[config.mk]
export PLATFORM = sky130hd
export DESIGN_NAME = tdm_channel_selector
export DESIGN_NICKNAME = d
export VERILOG_FILES = /design/src/rtl/tdm_sel_pkg.sv /design/src/rtl/slot_buffer.sv /design/src/rtl/tdm_channel_selector.sv
export SDC_FILE = /design/constraint.sdc
export NUM_CORES = 1
export LEC_CHECK = 0
export BUFFER_PORTS_ARGS = -buffer_cell sky130_fd_sc_hd__buf_2
export CAP_MARGIN = 20
export CORE_UTILIZATION = 44
export CTS_CLUSTER_SIZE = 30
export DETAILED_ROUTE_END_ITERATION = 12
export GPL_TIMING_DRIVEN = 0
export PLACE_DENSITY = 0.66
export SYNTH_ARGS = -nofsm -noshare
export SYNTH_HDL_FRONTEND = slang
export SYNTH_SLANG_ARGS = --single-unit
export TNS_END_PERCENT = 20
[constraint.sdc]
create_clock -name clk_i -period 2.1 [get_ports clk_i]
set_input_delay 0.63 -clock clk_i [delete_from_list [all_inputs] [get_ports clk_i]]
set_output_delay 0.63 -clock clk_i [all_outputs]
set_load 0.01 [all_outputs]
[src/rtl/tdm_sel_pkg.sv]
// shared constants and carrier types for the channel selector
package tdm_sel_pkg;
   localparam int          CHAN_COUNT = 32;   // low-speed channel inputs
   localparam int          SEL_W      = 5;    // width of the select code
   localparam int          BITCNT_W   = 3;    // width of the in-character bit counter
   localparam int          SYNC_W     = 39;   // data, select code, load, mode
   localparam logic [SEL_W-1:0]    CNT_RST    = 5'h00;  // counter after reset
   localparam logic [SEL_W-1:0]    CNT_LAST   = 5'h1f;  // last channel before wrap
   localparam logic [SEL_W-1:0]    CNT_STEP   = 5'h01;  // counter increment
   localparam logic [BITCNT_W-1:0] BITCNT_RST = 3'h0;   // bit counter after reset
   localparam logic [BITCNT_W-1:0] CHAR_LAST  = 3'h7;   // last bit of an 8-bit character
   localparam logic [BITCNT_W-1:0] BIT_STEP   = 3'h1;   // bit counter increment

   // one slot word on the high-speed line
   typedef struct packed {
      logic [SEL_W-1:0] chan;      // channel that owns the slot
      logic             first;     // first bit of a slot
      logic             data;      // the channel's bit
   } slot_t;

   localparam int SLOT_W = $bits(slot_t);

   // pin group after synchronising
   typedef struct packed {
      logic [CHAN_COUNT-1:0] data;
      logic [SEL_W-1:0]      addr;
      logic                  load;
      logic                  char_mode;
   } pins_t;

   // select counter advance with wrap from the last channel to channel 0
   function automatic logic [SEL_W-1:0] next_chan(input logic [SEL_W-1:0] c);
      next_chan = (c == CNT_LAST) ? CNT_RST : c + CNT_STEP;
   endfunction : next_chan
endpackage : tdm_sel_pkg

[src/rtl/slot_buffer.sv]
// two-entry buffer between the selector and the high-speed line
module slot_buffer (
   input  wire logic                 clk_i,
   input  wire logic                 nrst_i,
   input  wire logic                 in_valid_i,
   output logic                      in_ready_o,
   input  wire tdm_sel_pkg::slot_t   in_slot_i,
   output logic                      out_valid_o,
   input  wire logic                 out_ready_i,
   output tdm_sel_pkg::slot_t        out_slot_o
);
   logic                 skid_valid_ff;
   tdm_sel_pkg::slot_t   skid_slot_ff;
   logic                 out_valid_ff;
   tdm_sel_pkg::slot_t   out_slot_ff;

   // handshake decode
   wire  push      = in_valid_i & ~skid_valid_ff;
   wire  pop       = out_valid_ff & out_ready_i;
   wire  head_free = ~out_valid_ff | out_ready_i;

   // head register feeds the line, skid catches a word during a stall
   always_ff @(posedge clk_i) begin
      if (!nrst_i) begin
         out_valid_ff  <= 1'b0;
         skid_valid_ff <= 1'b0;
         out_slot_ff   <= '0;
         skid_slot_ff  <= '0;
      end else begin
         if (head_free) begin
            out_valid_ff <= skid_valid_ff | push;
            out_slot_ff  <= skid_valid_ff ? skid_slot_ff : in_slot_i;
         end
         if (head_free) begin
            skid_valid_ff <= 1'b0;
         end else if (push) begin
            skid_valid_ff <= 1'b1;
            skid_slot_ff  <= in_slot_i;
         end
      end
   end

   assign in_ready_o  = ~skid_valid_ff;
   assign out_valid_o = out_valid_ff;
   assign out_slot_o  = out_slot_ff;

   stall_hold_a: assert property (@(posedge clk_i) disable iff (!nrst_i)
      out_valid_o && !out_ready_i |=> out_valid_o && $stable(out_slot_o))
      else $error("buffered slot changed during stall");
   full_stall_a: assert property (@(posedge clk_i) disable iff (!nrst_i)
      out_valid_o && !out_ready_i && in_valid_i ##1 !out_ready_i |=> !in_ready_o)
      else $error("buffer kept accepting while full");
   skid_drain_a: assert property (@(posedge clk_i) disable iff (!nrst_i)
      skid_valid_ff && head_free |=> out_valid_o && out_slot_o == $past(skid_slot_ff))
      else $error("held word did not move to the head");
endmodule : slot_buffer

[src/rtl/tdm_channel_selector.sv]
// thirty-two channel time slot selector with counter or external select
// What this block does
// - every channel gets exactly one slot per multiplexing cycle while load is low
// - a slot carries only the selected channel's data
// - slot order repeats identically each cycle under sequential selection
// - bit-interleaved: one slot is one bit period, one bit
// - character-interleaved: whole character passes before the channel advances
// - statistical: outside party picks active channels, slot length varies
// - output driven from one of 32 inputs by a 32-way select network
// - internal counter supplies the select code for sequential operation
// - two-way choice between counter and external select code
// - thirty-nine pin inputs, five counter registers, one output line
// - load low: 5-bit counter steps through inputs and selects
// - load high: external code selects and is loaded into counter
// - load takes effect once it has passed the two-stage synchroniser, two clock edges later
module tdm_channel_selector (
   input  wire logic                                  clk_i,
   input  wire logic                                  nrst_i,
   input  wire logic [tdm_sel_pkg::CHAN_COUNT-1:0]    chan_data_i,
   input  wire logic [tdm_sel_pkg::SEL_W-1:0]         chan_addr_i,
   input  wire logic                                  select_source_load_i,
   input  wire logic                                  char_mode_i,
   input  wire logic                                  line_ready_i,
   output logic                                       line_valid_o,
   output tdm_sel_pkg::slot_t                         line_slot_o
);
   tdm_sel_pkg::pins_t                  sync1_ff;
   tdm_sel_pkg::pins_t                  sync2_ff;
   logic [tdm_sel_pkg::SEL_W-1:0]       cnt_ff;
   logic [tdm_sel_pkg::BITCNT_W-1:0]    bit_ff;
   logic [tdm_sel_pkg::SEL_W-1:0]       nxt_cnt;
   logic [tdm_sel_pkg::BITCNT_W-1:0]    nxt_bit;
   logic                                buf_ready;
   logic [1:0]                          prime_ff;
   logic                                primed;
   tdm_sel_pkg::slot_t                  cur_slot;

   // two-stage synchroniser on every pin input
   always_ff @(posedge clk_i) begin
      if (!nrst_i) begin
         sync1_ff <= '0;
         sync2_ff <= '0;
      end else begin
         sync1_ff <= {chan_data_i, chan_addr_i, select_source_load_i, char_mode_i};
         sync2_ff <= sync1_ff;
      end
   end

   // holds the selector off until both synchroniser stages carry pin values;
   // without it the first slots after reset would carry the flushed zeros
   // instead of the channel's bit and would ignore the mode and load pins
   always_ff @(posedge clk_i) begin
      if (!nrst_i) begin
         prime_ff <= 2'h0;
      end else begin
         prime_ff <= {prime_ff[0], 1'b1};
      end
   end

   assign primed = prime_ff[1];

   // select source and slot framing
   wire                                 load      = sync2_ff.load;
   wire [tdm_sel_pkg::SEL_W-1:0]        ext_addr  = sync2_ff.addr;
   wire [tdm_sel_pkg::SEL_W-1:0]        sel       = load ? ext_addr : cnt_ff;
   wire                                 sel_bit   = sync2_ff.data[sel];
   wire                                 char_end  = bit_ff == tdm_sel_pkg::CHAR_LAST;
   wire                                 slot_end  = ~sync2_ff.char_mode | char_end;
   wire                                 take      = buf_ready & primed;
   wire                                 advance   = take & ~load & slot_end;

   // slot word handed to the buffer
   assign cur_slot.chan  = sel;
   assign cur_slot.first = (bit_ff == tdm_sel_pkg::BITCNT_RST);
   assign cur_slot.data  = sel_bit;

   // next counter and bit position
   always_comb begin
      nxt_cnt = cnt_ff;
      nxt_bit = bit_ff;
      if (load) begin
         nxt_cnt = ext_addr;
         if (take) begin
            nxt_bit = slot_end ? tdm_sel_pkg::BITCNT_RST : bit_ff + tdm_sel_pkg::BIT_STEP;
         end
      end else if (take) begin
         if (slot_end) begin
            nxt_cnt = tdm_sel_pkg::next_chan(cnt_ff);
            nxt_bit = tdm_sel_pkg::BITCNT_RST;
         end else begin
            nxt_bit = bit_ff + tdm_sel_pkg::BIT_STEP;
         end
      end
   end

   // five counter flops plus in-character bit position
   always_ff @(posedge clk_i) begin
      if (!nrst_i) begin
         cnt_ff <= tdm_sel_pkg::CNT_RST;
         bit_ff <= tdm_sel_pkg::BITCNT_RST;
      end else begin
         cnt_ff <= nxt_cnt;
         bit_ff <= nxt_bit;
      end
   end

   // buffer so a stalled line loses no slot
   slot_buffer u_buf (
      .clk_i       (clk_i),
      .nrst_i      (nrst_i),
      .in_valid_i  (primed),
      .in_ready_o  (buf_ready),
      .in_slot_i   (cur_slot),
      .out_valid_o (line_valid_o),
      .out_ready_i (line_ready_i),
      .out_slot_o  (line_slot_o)
   );

   wrap_a: assert property (@(posedge clk_i) disable iff (!nrst_i)
      cnt_ff == tdm_sel_pkg::CNT_LAST && advance |=> cnt_ff == tdm_sel_pkg::CNT_RST)
      else $error("counter did not wrap to channel 0");
   step_a: assert property (@(posedge clk_i) disable iff (!nrst_i)
      advance |=> cnt_ff == $past(cnt_ff) + tdm_sel_pkg::CNT_STEP)
      else $error("counter did not step by one");
   load_a: assert property (@(posedge clk_i) disable iff (!nrst_i)
      load |=> cnt_ff == $past(ext_addr))
      else $error("external code not loaded into counter");
   source_sel_a: assert property (@(posedge clk_i) disable iff (!nrst_i)
      cur_slot.chan == (load ? ext_addr : cnt_ff))
      else $error("wrong select source");
   slot_data_a: assert property (@(posedge clk_i) disable iff (!nrst_i)
      take |-> cur_slot.data == sync2_ff.data[cur_slot.chan])
      else $error("slot carries another channel's data");
   char_hold_a: assert property (@(posedge clk_i) disable iff (!nrst_i)
      sync2_ff.char_mode && take && !char_end && !load |=> $stable(cnt_ff))
      else $error("channel advanced inside a character");
   bit_slot_a: assert property (@(posedge clk_i) disable iff (!nrst_i)
      !sync2_ff.char_mode && take && !load |=> cnt_ff != $past(cnt_ff))
      else $error("bit slot lasted more than one bit");
   cycle_repeat_a: assert property (@(posedge clk_i) disable iff (!nrst_i)
      (advance && !sync2_ff.char_mode) [*8] |=> cnt_ff == $past(cnt_ff, 8) + 5'h08)
      else $error("slot order broke within a cycle");

   // nothing reaches the line before the synchroniser is filled
   prime_quiet_a: assert property (@(posedge clk_i) disable iff (!nrst_i)
      !primed |-> !line_valid_o)
      else $error("slot offered before pins were synchronised");

   // second synchroniser stage copies the first
   sync_pipe_a: assert property (@(posedge clk_i) disable iff (!nrst_i)
      sync2_ff == $past(sync1_ff))
      else $error("synchroniser stage skipped");

   // bit slots never leave a bit position behind
   bit_pos_a: assert property (@(posedge clk_i) disable iff (!nrst_i)
      !sync2_ff.char_mode && take |=> bit_ff == tdm_sel_pkg::BITCNT_RST)
      else $error("bit slot kept a bit position");

   // inside a character the bit position steps by one
   char_step_a: assert property (@(posedge clk_i) disable iff (!nrst_i)
      sync2_ff.char_mode && take && !char_end |=> bit_ff == $past(bit_ff) + 3'h1)
      else $error("bit position did not step inside a character");

   // the last bit of a character closes the slot
   char_close_a: assert property (@(posedge clk_i) disable iff (!nrst_i)
      take && char_end |=> bit_ff == tdm_sel_pkg::BITCNT_RST)
      else $error("character slot did not close after its last bit");

   // a full buffer freezes counter and bit position while load is low
   stall_freeze_a: assert property (@(posedge clk_i) disable iff (!nrst_i)
      !take && !load |=> $stable(cnt_ff) && $stable(bit_ff))
      else $error("selector moved while no slot was taken");

   // a held external code keeps the bit position while stalled
   load_freeze_a: assert property (@(posedge clk_i) disable iff (!nrst_i)
      load && !take |=> $stable(bit_ff))
      else $error("bit position moved during a stalled load");

   // external code drives the selection while loading
   load_sel_a: assert property (@(posedge clk_i) disable iff (!nrst_i)
      load |-> cur_slot.chan == ext_addr)
      else $error("loaded code not used as select");

   // counter selects while not loading
   cnt_sel_a: assert property (@(posedge clk_i) disable iff (!nrst_i)
      !load |-> cur_slot.chan == cnt_ff)
      else $error("counter not used as select");

   // channel stays put while a character is still running
   mid_char_a: assert property (@(posedge clk_i) disable iff (!nrst_i)
      !load && take && !slot_end |=> $stable(cnt_ff))
      else $error("channel left before its slot ended");

   // the line word stands while the receiver stalls
   line_hold_a: assert property (@(posedge clk_i) disable iff (!nrst_i)
      line_valid_o && !line_ready_i |=> line_valid_o && $stable(line_slot_o))
      else $error("line word changed during a stall");

   // every taken slot reaches the line on the next edge when the head is free
   line_fill_a: assert property (@(posedge clk_i) disable iff (!nrst_i)
      take && (!line_valid_o || line_ready_i) |=> line_valid_o)
      else $error("taken slot did not reach the line");

   // the first flag marks bit position zero only
   first_flag_a: assert property (@(posedge clk_i) disable iff (!nrst_i)
      cur_slot.first == (bit_ff == tdm_sel_pkg::BITCNT_RST))
      else $error("first flag off its bit position");

   // counter moves on in character mode once the last bit of the character is taken
   char_cnt_a: assert property (@(posedge clk_i) disable iff (!nrst_i)
      sync2_ff.char_mode && !load && take && char_end |=> cnt_ff != $past(cnt_ff))
      else $error("channel did not advance after a character");
endmodule : tdm_channel_selector

==> results of run 1 <==
## cell type report
| cell class | count | area share, % |
|---|---|---|
| Buffer | 25 | 2.74 |
| Inverter | 7 | 0.588 |
| Clock inverter | 4 | 0.672 |
| Timing Repair Buffer | 49 | 5.48 |
| Clock buffer | 11 | 2.94 |
| Multi-Input combinational cell | 261 | 38.0 |
| Tap cell | 108 | 3.02 |
| Sequential cell | 104 | 46.6 |
## worst register-to-register path, delay by kind of cell, from the launching register on
kind	cells	cell delay, ns
AO/OA/AOI/OAI	5	1.00
flip-flops	1	0.37
AND/OR/NAND/NOR	1	0.30
buffers and inverters	1	0.17
## layout by cell type, fill, tap and decap left out, drive strengths merged, types with 2 or more instances in the layout
cell type  netlist  final
buf             10     59
o311ai           2      2
ha               5      5
nand2b          34     34
o22ai            5      5
o32ai            4      4
inv              7      9
a22oi           16     16
and2            83     83
mux2i            6      6
nor3             5      5
clkbuf          15     26
a21boi           5      5
nor2b            5      5
o32a             2      2
o21ai           13     13
o211a            6      6
o21a             2      2
nor2            10     10
dfxtp          104    104
o221ai           4      4
a21oi           11     11
nand2           29     29
## final timing paths
kind                      endpoint  slack [ns]
min reg2reg           sync2_ff[23]        0.43
max          u_buf.skid_slot_ff[0]        0.15
max reg2reg  u_buf.skid_slot_ff[0]        0.15
min                   sync2_ff[23]        0.43
## layer usage
| layer | share of wire [%] | track usage [%] |
|---|---|---|
| met1 | 49 | 23.9 |
| met2 | 45 | 28.0 |
| met3 | 4.4 | 3.55 |
| met4 | 1.8 | 6.99 |
| met5 | 0 | 0 |
## sequential cells by signal (all words and copies together), names as in the netlist, 2 cells and up
name	flops
u_buf.skid_slot_ff	7
prime_ff	2
sync2_ff	33
u_buf.out_slot_o	7
bit_ff	3
cnt_ff	5
sync1_ff	39
ext_addr	5
## through the flow
step / instances / setup slack, ns
floorplan: 397 / 0.524
global placement: 554 / 0.0794
detailed placement: 554 / 0.123
CTS: 569 / 0.157
global route: 569 / 0.0231
finish: 569 / 0.145
## power by group
part           total, mW  switching, mW  internal (mW)
sequential          2.09         0.0349           2.06
combinational      0.312          0.156          0.156
clock               1.07          0.636          0.432
total               3.47          0.827           2.65
## repair_timing
action,in CTS,in global routing
setup endpoints to repair,0,1
hold buffers,0,0
gates resized for setup,0,2
## cell families after synthesis
kind of cell,after synthesis
buf+inv,32
flops,104
simple gates,173
mux,7
compound gates,76
fa+ha+maj,5
==> impl_metrics.csv, run 1 <==
group,metric,value,unit
setup_path,crit_family,"compound AO/OA/AOI/OAI gates",
route,wl,7500,µm
final_layout,final_area,4470,µm²
grt,grt_max_degree,17,
grt,grt_pass1_wl,12300,µm
power_and_ir_drop,finalPower,3.47,mW
sta,fin_tns_setup,0,ns
route,drc_errors,0,
setup_path,path_cells,"buf_6 > nor2_2 > a22oi_1 > o221ai_1 > o22ai_1 > o32ai_2 > o22ai_1",
synthesis,synth_top_family_by_area,"simple AND/OR/NAND/NOR gates",
synthesis,yosys_register_bits,104,
sta,final.setup_skew,0.00802,ns
setup_path,reg2reg_from,"load",
sta,rsz0062_at_grt,"false",
final_layout,fillCellCount,828,
floorplan,design.core.area,8680,µm²
floorplan,boundaryPins,50,
clock_network,cts_setup_buffers,0,
synthesis,syn_nets,444,
min_path,hp-class,"reg2reg",
placement,place_hpwl,5350,µm
sta,report.final.slew_viol_count,0,
min_path,whs_path_depth,1,
sta,setup_viol,0,
final_layout,area_delta_synth_final,14.2,%
clock_network,cts_buffer_depth,2,
sta,post-route-period-util,93.1,%
min_path,min_from,"sync1_ff[23]",
power_and_ir_drop,max-vdd-ir-drop,0.000340,V
synthesis,synth_compound_area_share,14.2,%
clock_network,cts_tree,"yes",
setup_path,cp_common_cell,"o22ai_1",
final_layout,fin_util,51.5,%
sta,clock.fmax,512,MHz
synthesis,synth_most_common_cell,"dfxtp_1",
grt,grt_usage,17.8,%
grt,grt_pass1_vias,2534,
clock_network,clk_latency,0.36,ns
clock_network,cts_sinks,104,
grt,grt-ovfl-total,0,
floorplan,fp.dieW,96.3,µm
setup_path,worst_setup_path_start_kind,"flop",
sta,layout_min_cycle_time,1.95,ns
clock_network,clockRootBuffer,"clkbuf_8",
floorplan,die_h,96.3,µm
final_layout,multiInputGateArea,1700,µm²
synthesis,synth_area,3920,µm²
power_and_ir_drop,power_density,777,nW/µm²
final_layout,n_antenna_cell,0,
synthesis,synth_top_area_share,53.2,%
setup_path,cp_num_buf_inv,1,
sta,relSlewSlack,65.1,%
placement,port_buffers,49,
placement,globalplace.congestion,0.846,
clock_network,cts_max_level,3,
placement,place_area,4300,µm²
route,drtPass1Iterations,5,
route,final_antenna_net_count,0,
setup_path,cp.arrival,2.20,ns
clock_network,cts_made_buffers,9,
synthesis,synth_top_cells_by_area,"dfxtp_1 53%, and2_1 13%, nand2b_1 5.4%",
setup_path,slowest_stage,"dfxtp_1",
synthesis,synth_edf_count,0,
floorplan,start_util,45.1,%
setup_path,cp.depth,7,
synthesis,synth_fa_ha_area_share,1.60,%
run_status,status,"complete, no violations",
setup_path,cpPeakStageDelay,0.37,ns
grt,antenna_found_initial,0,
power_and_ir_drop,leakagePower,1.86,nW
synthesis,synth_cells,397,
setup_path,critPathKind,"reg2reg",
route,drt_iter0_drc,180,
sta,hold_ws,0.435,ns
sta,hold_violations,0,
synthesis,yosys_warnings,0,
sta,tightest_slew,0.509,ns
setup_path,cp.required,2.34,ns
synthesis,synthSimpleGateAreaFrac,25.3,%
setup_path,crit_start,"load",
synthesis,synth.area.mux_share,1.92,%
synthesis,ys_types,44,
floorplan,die_area,9280,µm²
final_layout,layout-drive-gt1-share,17.4,%
synthesis,async_flop_share,0,%
run,maxCapViolations,0,
route,viasPerCell,4.86,
route,vias,2765,
clock_network,clkTransAtPathRegs,0.09,ns
final_layout,seq_area,2080,µm²
synthesis,synthTopCellsByCount,"104 x dfxtp_1, 83 x and2_1, 34 x nand2b_1, 28 x nand2_1, 16 x a22oi_1",
setup_path,cp_max_fo,10,
synthesis,synth_ff_type,"dfxtp_1",
synthesis,yosys.area.top_type,"dfxtp_1",
synthesis,synth.avg_cell_area,9.86,µm²
route,wire_per_inst,13.2,µm
final_layout,nets,504,
floorplan,placementRows,34,
synthesis,synth_xor_area_share,0,%
setup_path,endpoint_kind,"flop",
synthesis,synth_seq_area_share,53.2,%
setup_path,r2r_cells,7,
Power figures use the tool's default switching activity.
==> inputs of run 2 (changes only) <==
--- a/config.mk
+++ b/config.mk
@@ -5,13 +5,14 @@
 export SDC_FILE = /design/constraint.sdc
 export NUM_CORES = 1
 export LEC_CHECK = 0
+export ABC_AREA = 1
 export BUFFER_PORTS_ARGS = -buffer_cell sky130_fd_sc_hd__buf_2
 export CAP_MARGIN = 20
 export CORE_UTILIZATION = 44
 export CTS_CLUSTER_SIZE = 30
 export DETAILED_ROUTE_END_ITERATION = 12
 export GPL_TIMING_DRIVEN = 0
-export PLACE_DENSITY = 0.66
+export PLACE_DENSITY = 0.67
 export SYNTH_ARGS = -nofsm -noshare
 export SYNTH_HDL_FRONTEND = slang
 export SYNTH_SLANG_ARGS = --single-unit
==> run 2 against run 1 <==
Final area shrank 2.7%. Largest power group unchanged. Non-clock buffer count shrank 8. Die area down 4.0%. Largest cell class unchanged. Critical path type is now in2reg. Count of clock-buffer cells in the layout grew 2. Highest routed layer unchanged. Setup slack better by 0.19 ns. Critical endpoint is now ext_addr[1]. Sequential cell count unchanged.
==> impl_metrics.csv, run 2 <==
group,metric,value,unit
synthesis,yosys.area.top_type,"dfxtp_1",
setup_path,cpPeakStageDelay,0.44,ns
grt,grt_usage,17.0,%
sta,fin_tns_setup,0,ns
placement,place_inst,639,
sta,final.setup_skew,0.00642,ns
setup_path,slowest_stage,"clkbuf_1",
setup_path,cp.required,2.40,ns
final_layout,layout_commonest_cell,"nand2_1",
clock_network,clockRootBuffer,"clkbuf_8",
final_layout,final_area,4350,µm²
placement,place_area,4130,µm²
power_and_ir_drop,power_density,843,nW/µm²
final_layout,nets,592,
floorplan,die_h,94.4,µm
floorplan,design.core.area,8260,µm²
sta,clock.fmax,565,MHz
clock_network,clkTransAtPathRegs,0.09,ns
power_and_ir_drop,leakagePower,2.48,nW
floorplan,placementRows,33,
synthesis,synth.avg_cell_area,7.74,µm²
route,wl_met1,3150,µm
synthesis,synth_cells,485,
setup_path,critPathKind,"in2reg",
sta,rsz0062_at_grt,"false",
route,drc_errors,0,
grt,antenna_found_initial,0,
sta,tightest_slew,0.607,ns
synthesis,synth_area,3760,µm²
floorplan,start_util,45.5,%
clock_network,cts_max_level,3,
final_layout,largest-register,"sync1_ff",
synthesis,yosys_warnings,0,
final_layout,layoutNonFillerInstCount,655,
synthesis,synth_seq_area_share,55.4,%
route,wl_met2,3110,µm
final_layout,area_delta_synth_final,15.8,%
route,drtPass1Iterations,5,
placement,dpl_worst_slack,-0.0673,ns
final_layout,top_regs,"sync1_ff x39, sync2_ff x33",
synthesis,synth_edf_count,0,
synthesis,synth_most_common_cell,"nand2_1",
route,final_antenna_net_count,0,
grt,grt_pass1_wl,11700,µm
grt,grt_max_degree,17,
synthesis,synthTopCellsByCount,"128 x nand2_1, 111 x inv_1, 104 x dfxtp_1, 40 x nand3_1, 21 x nor2_1",
route,viasPerCell,4.37,
route,top_layer_used,"met4",
floorplan,boundaryPins,50,
sta,layout_min_cycle_time,1.77,ns
setup_path,worst_setup_path_start_kind,"input port",
final_layout,n_antenna_cell,0,
setup_path,endpoint_kind,"flop",
clock_network,cts_setup_buffers,0,
final_layout,layout-drive-gt1-share,14.4,%
placement,globalplace.congestion,0.860,
run_status,status,"complete, no violations",
run,maxCapViolations,0,
final_layout,largest_reg_flops,39,
synthesis,synth_ff_type,"dfxtp_1",
clock_network,cts_buffer_depth,2,
sta,setup_viol,0,
setup_path,cp.arrival,2.07,ns
sta,post-route-period-util,84.3,%
clock_network,post_cts_resize_count,0,
setup_path,path_cells,"buf_2 > clkbuf_1 > clkbuf_1 > clkbuf_1 > nand2_1 > inv_1",
setup_path,cp_max_fo,10,
final_layout,final_cell_mix,"128 x nand2_1, 111 x inv_1, 104 x dfxtp_1",
floorplan,die_area,8910,µm²
route,wire_per_inst,10.1,µm
clock_network,cts_tree,"yes",
synthesis,async_flop_share,0,%
clock_network,cts_sinks,104,
synthesis,synth_top_cells_by_area,"dfxtp_1 55%, nand2_1 13%, inv_1 11%",
power_and_ir_drop,max-vdd-ir-drop,0.000355,V
route,vias,2860,
sta,relSlewSlack,59.5,%
clock_network,cts_made_buffers,9,
setup_path,cp_common_cell,"clkbuf_1",
clock_network,clk_latency,0.35,ns
route,wl,6640,µm
min_path,hp-class,"in2reg",
synthesis,syn_nets,532,
setup_path,reg2reg_slack,0.36,ns
synthesis,synth_top_area_share,55.4,%
grt,grt_pass1_vias,2754,
sta,setup_ws,0.331,ns
placement,place_hpwl,4810,µm
grt,grt-ovfl-total,0,
floorplan,fp.dieW,94.4,µm
synthesis,yosys_register_bits,104,
clock_network,cts_hold_buf,0,
sta,report.final.slew_viol_count,0,
placement,port_buffers,49,
route,drt_iter0_drc,118,
route,dr_wl_met3,272,µm
synthesis,ys_types,25,
sta,hold_violations,0,
power_and_ir_drop,finalPower,3.66,mW
==> run 2: through the flow <==
stage / hold WS [ns] / utilization, %
6_report: 0.393 / 52.7
5_1_grt: 0.375 / 52.7
4_1_cts: 0.376 / 52.7
3_5_place_dp: 0.397 / 50.0
3_3_place_gp: 0.399 / 50.0
2_1_floorplan: 0.390 / -
==> run 2: final timing paths <==
check,endpoint,start,cells past startpoint
setup / recovery,ext_addr[1],nrst_i,6
setup reg to reg,u_buf.out_slot_o[0],load,11
hold reg to reg,sync2_ff[17],sync1_ff[17],2
hold / removal,prime_ff[0],nrst_i,1
==> run 2: cells by family after synthesis <==
group,share of synthesized area [%]
AOI/OAI and AO/OA,6.76
xor gates and xnor gates,0.233
adders and majority gates,1.67
buffers and inverters,13.5
DFF,55.4
and+or+nand+nor,22.4
==> run 2: critical path, delay by kind of cell <==
family	cells	cell delay [ns]
buf+inv	5	1.33
simple gates	1	0.11
==> run 2: where the power goes <==
part	leakage, nW	internal (mW)	switching (mW)	total, mW
Sequential	0.857	2.06	0.0299	2.09
Combinational	1.51	0.116	0.175	0.292
Clock	0.110	0.656	0.629	1.29
Total	2.48	2.83	0.834	3.66
==> run 2: final cells by class <==
cell class / instances / area (µm²)
timing repair buffer: 49 / 245
inverter: 113 / 424
sequential: 104 / 2080
buffer: 17 / 82.6
clock buffer: 13 / 169
multi-input combinational: 251 / 1170
clock inverter: 3 / 47.5
tap: 105 / 131
fill: 849 / 3910
==> run 2: layer usage <==
layer  up-vias  track usage [%]
li1       1552                -
met1      1239             20.3
met2        59             29.1
met3        10             3.30
met4         0             8.46
met5         -                0
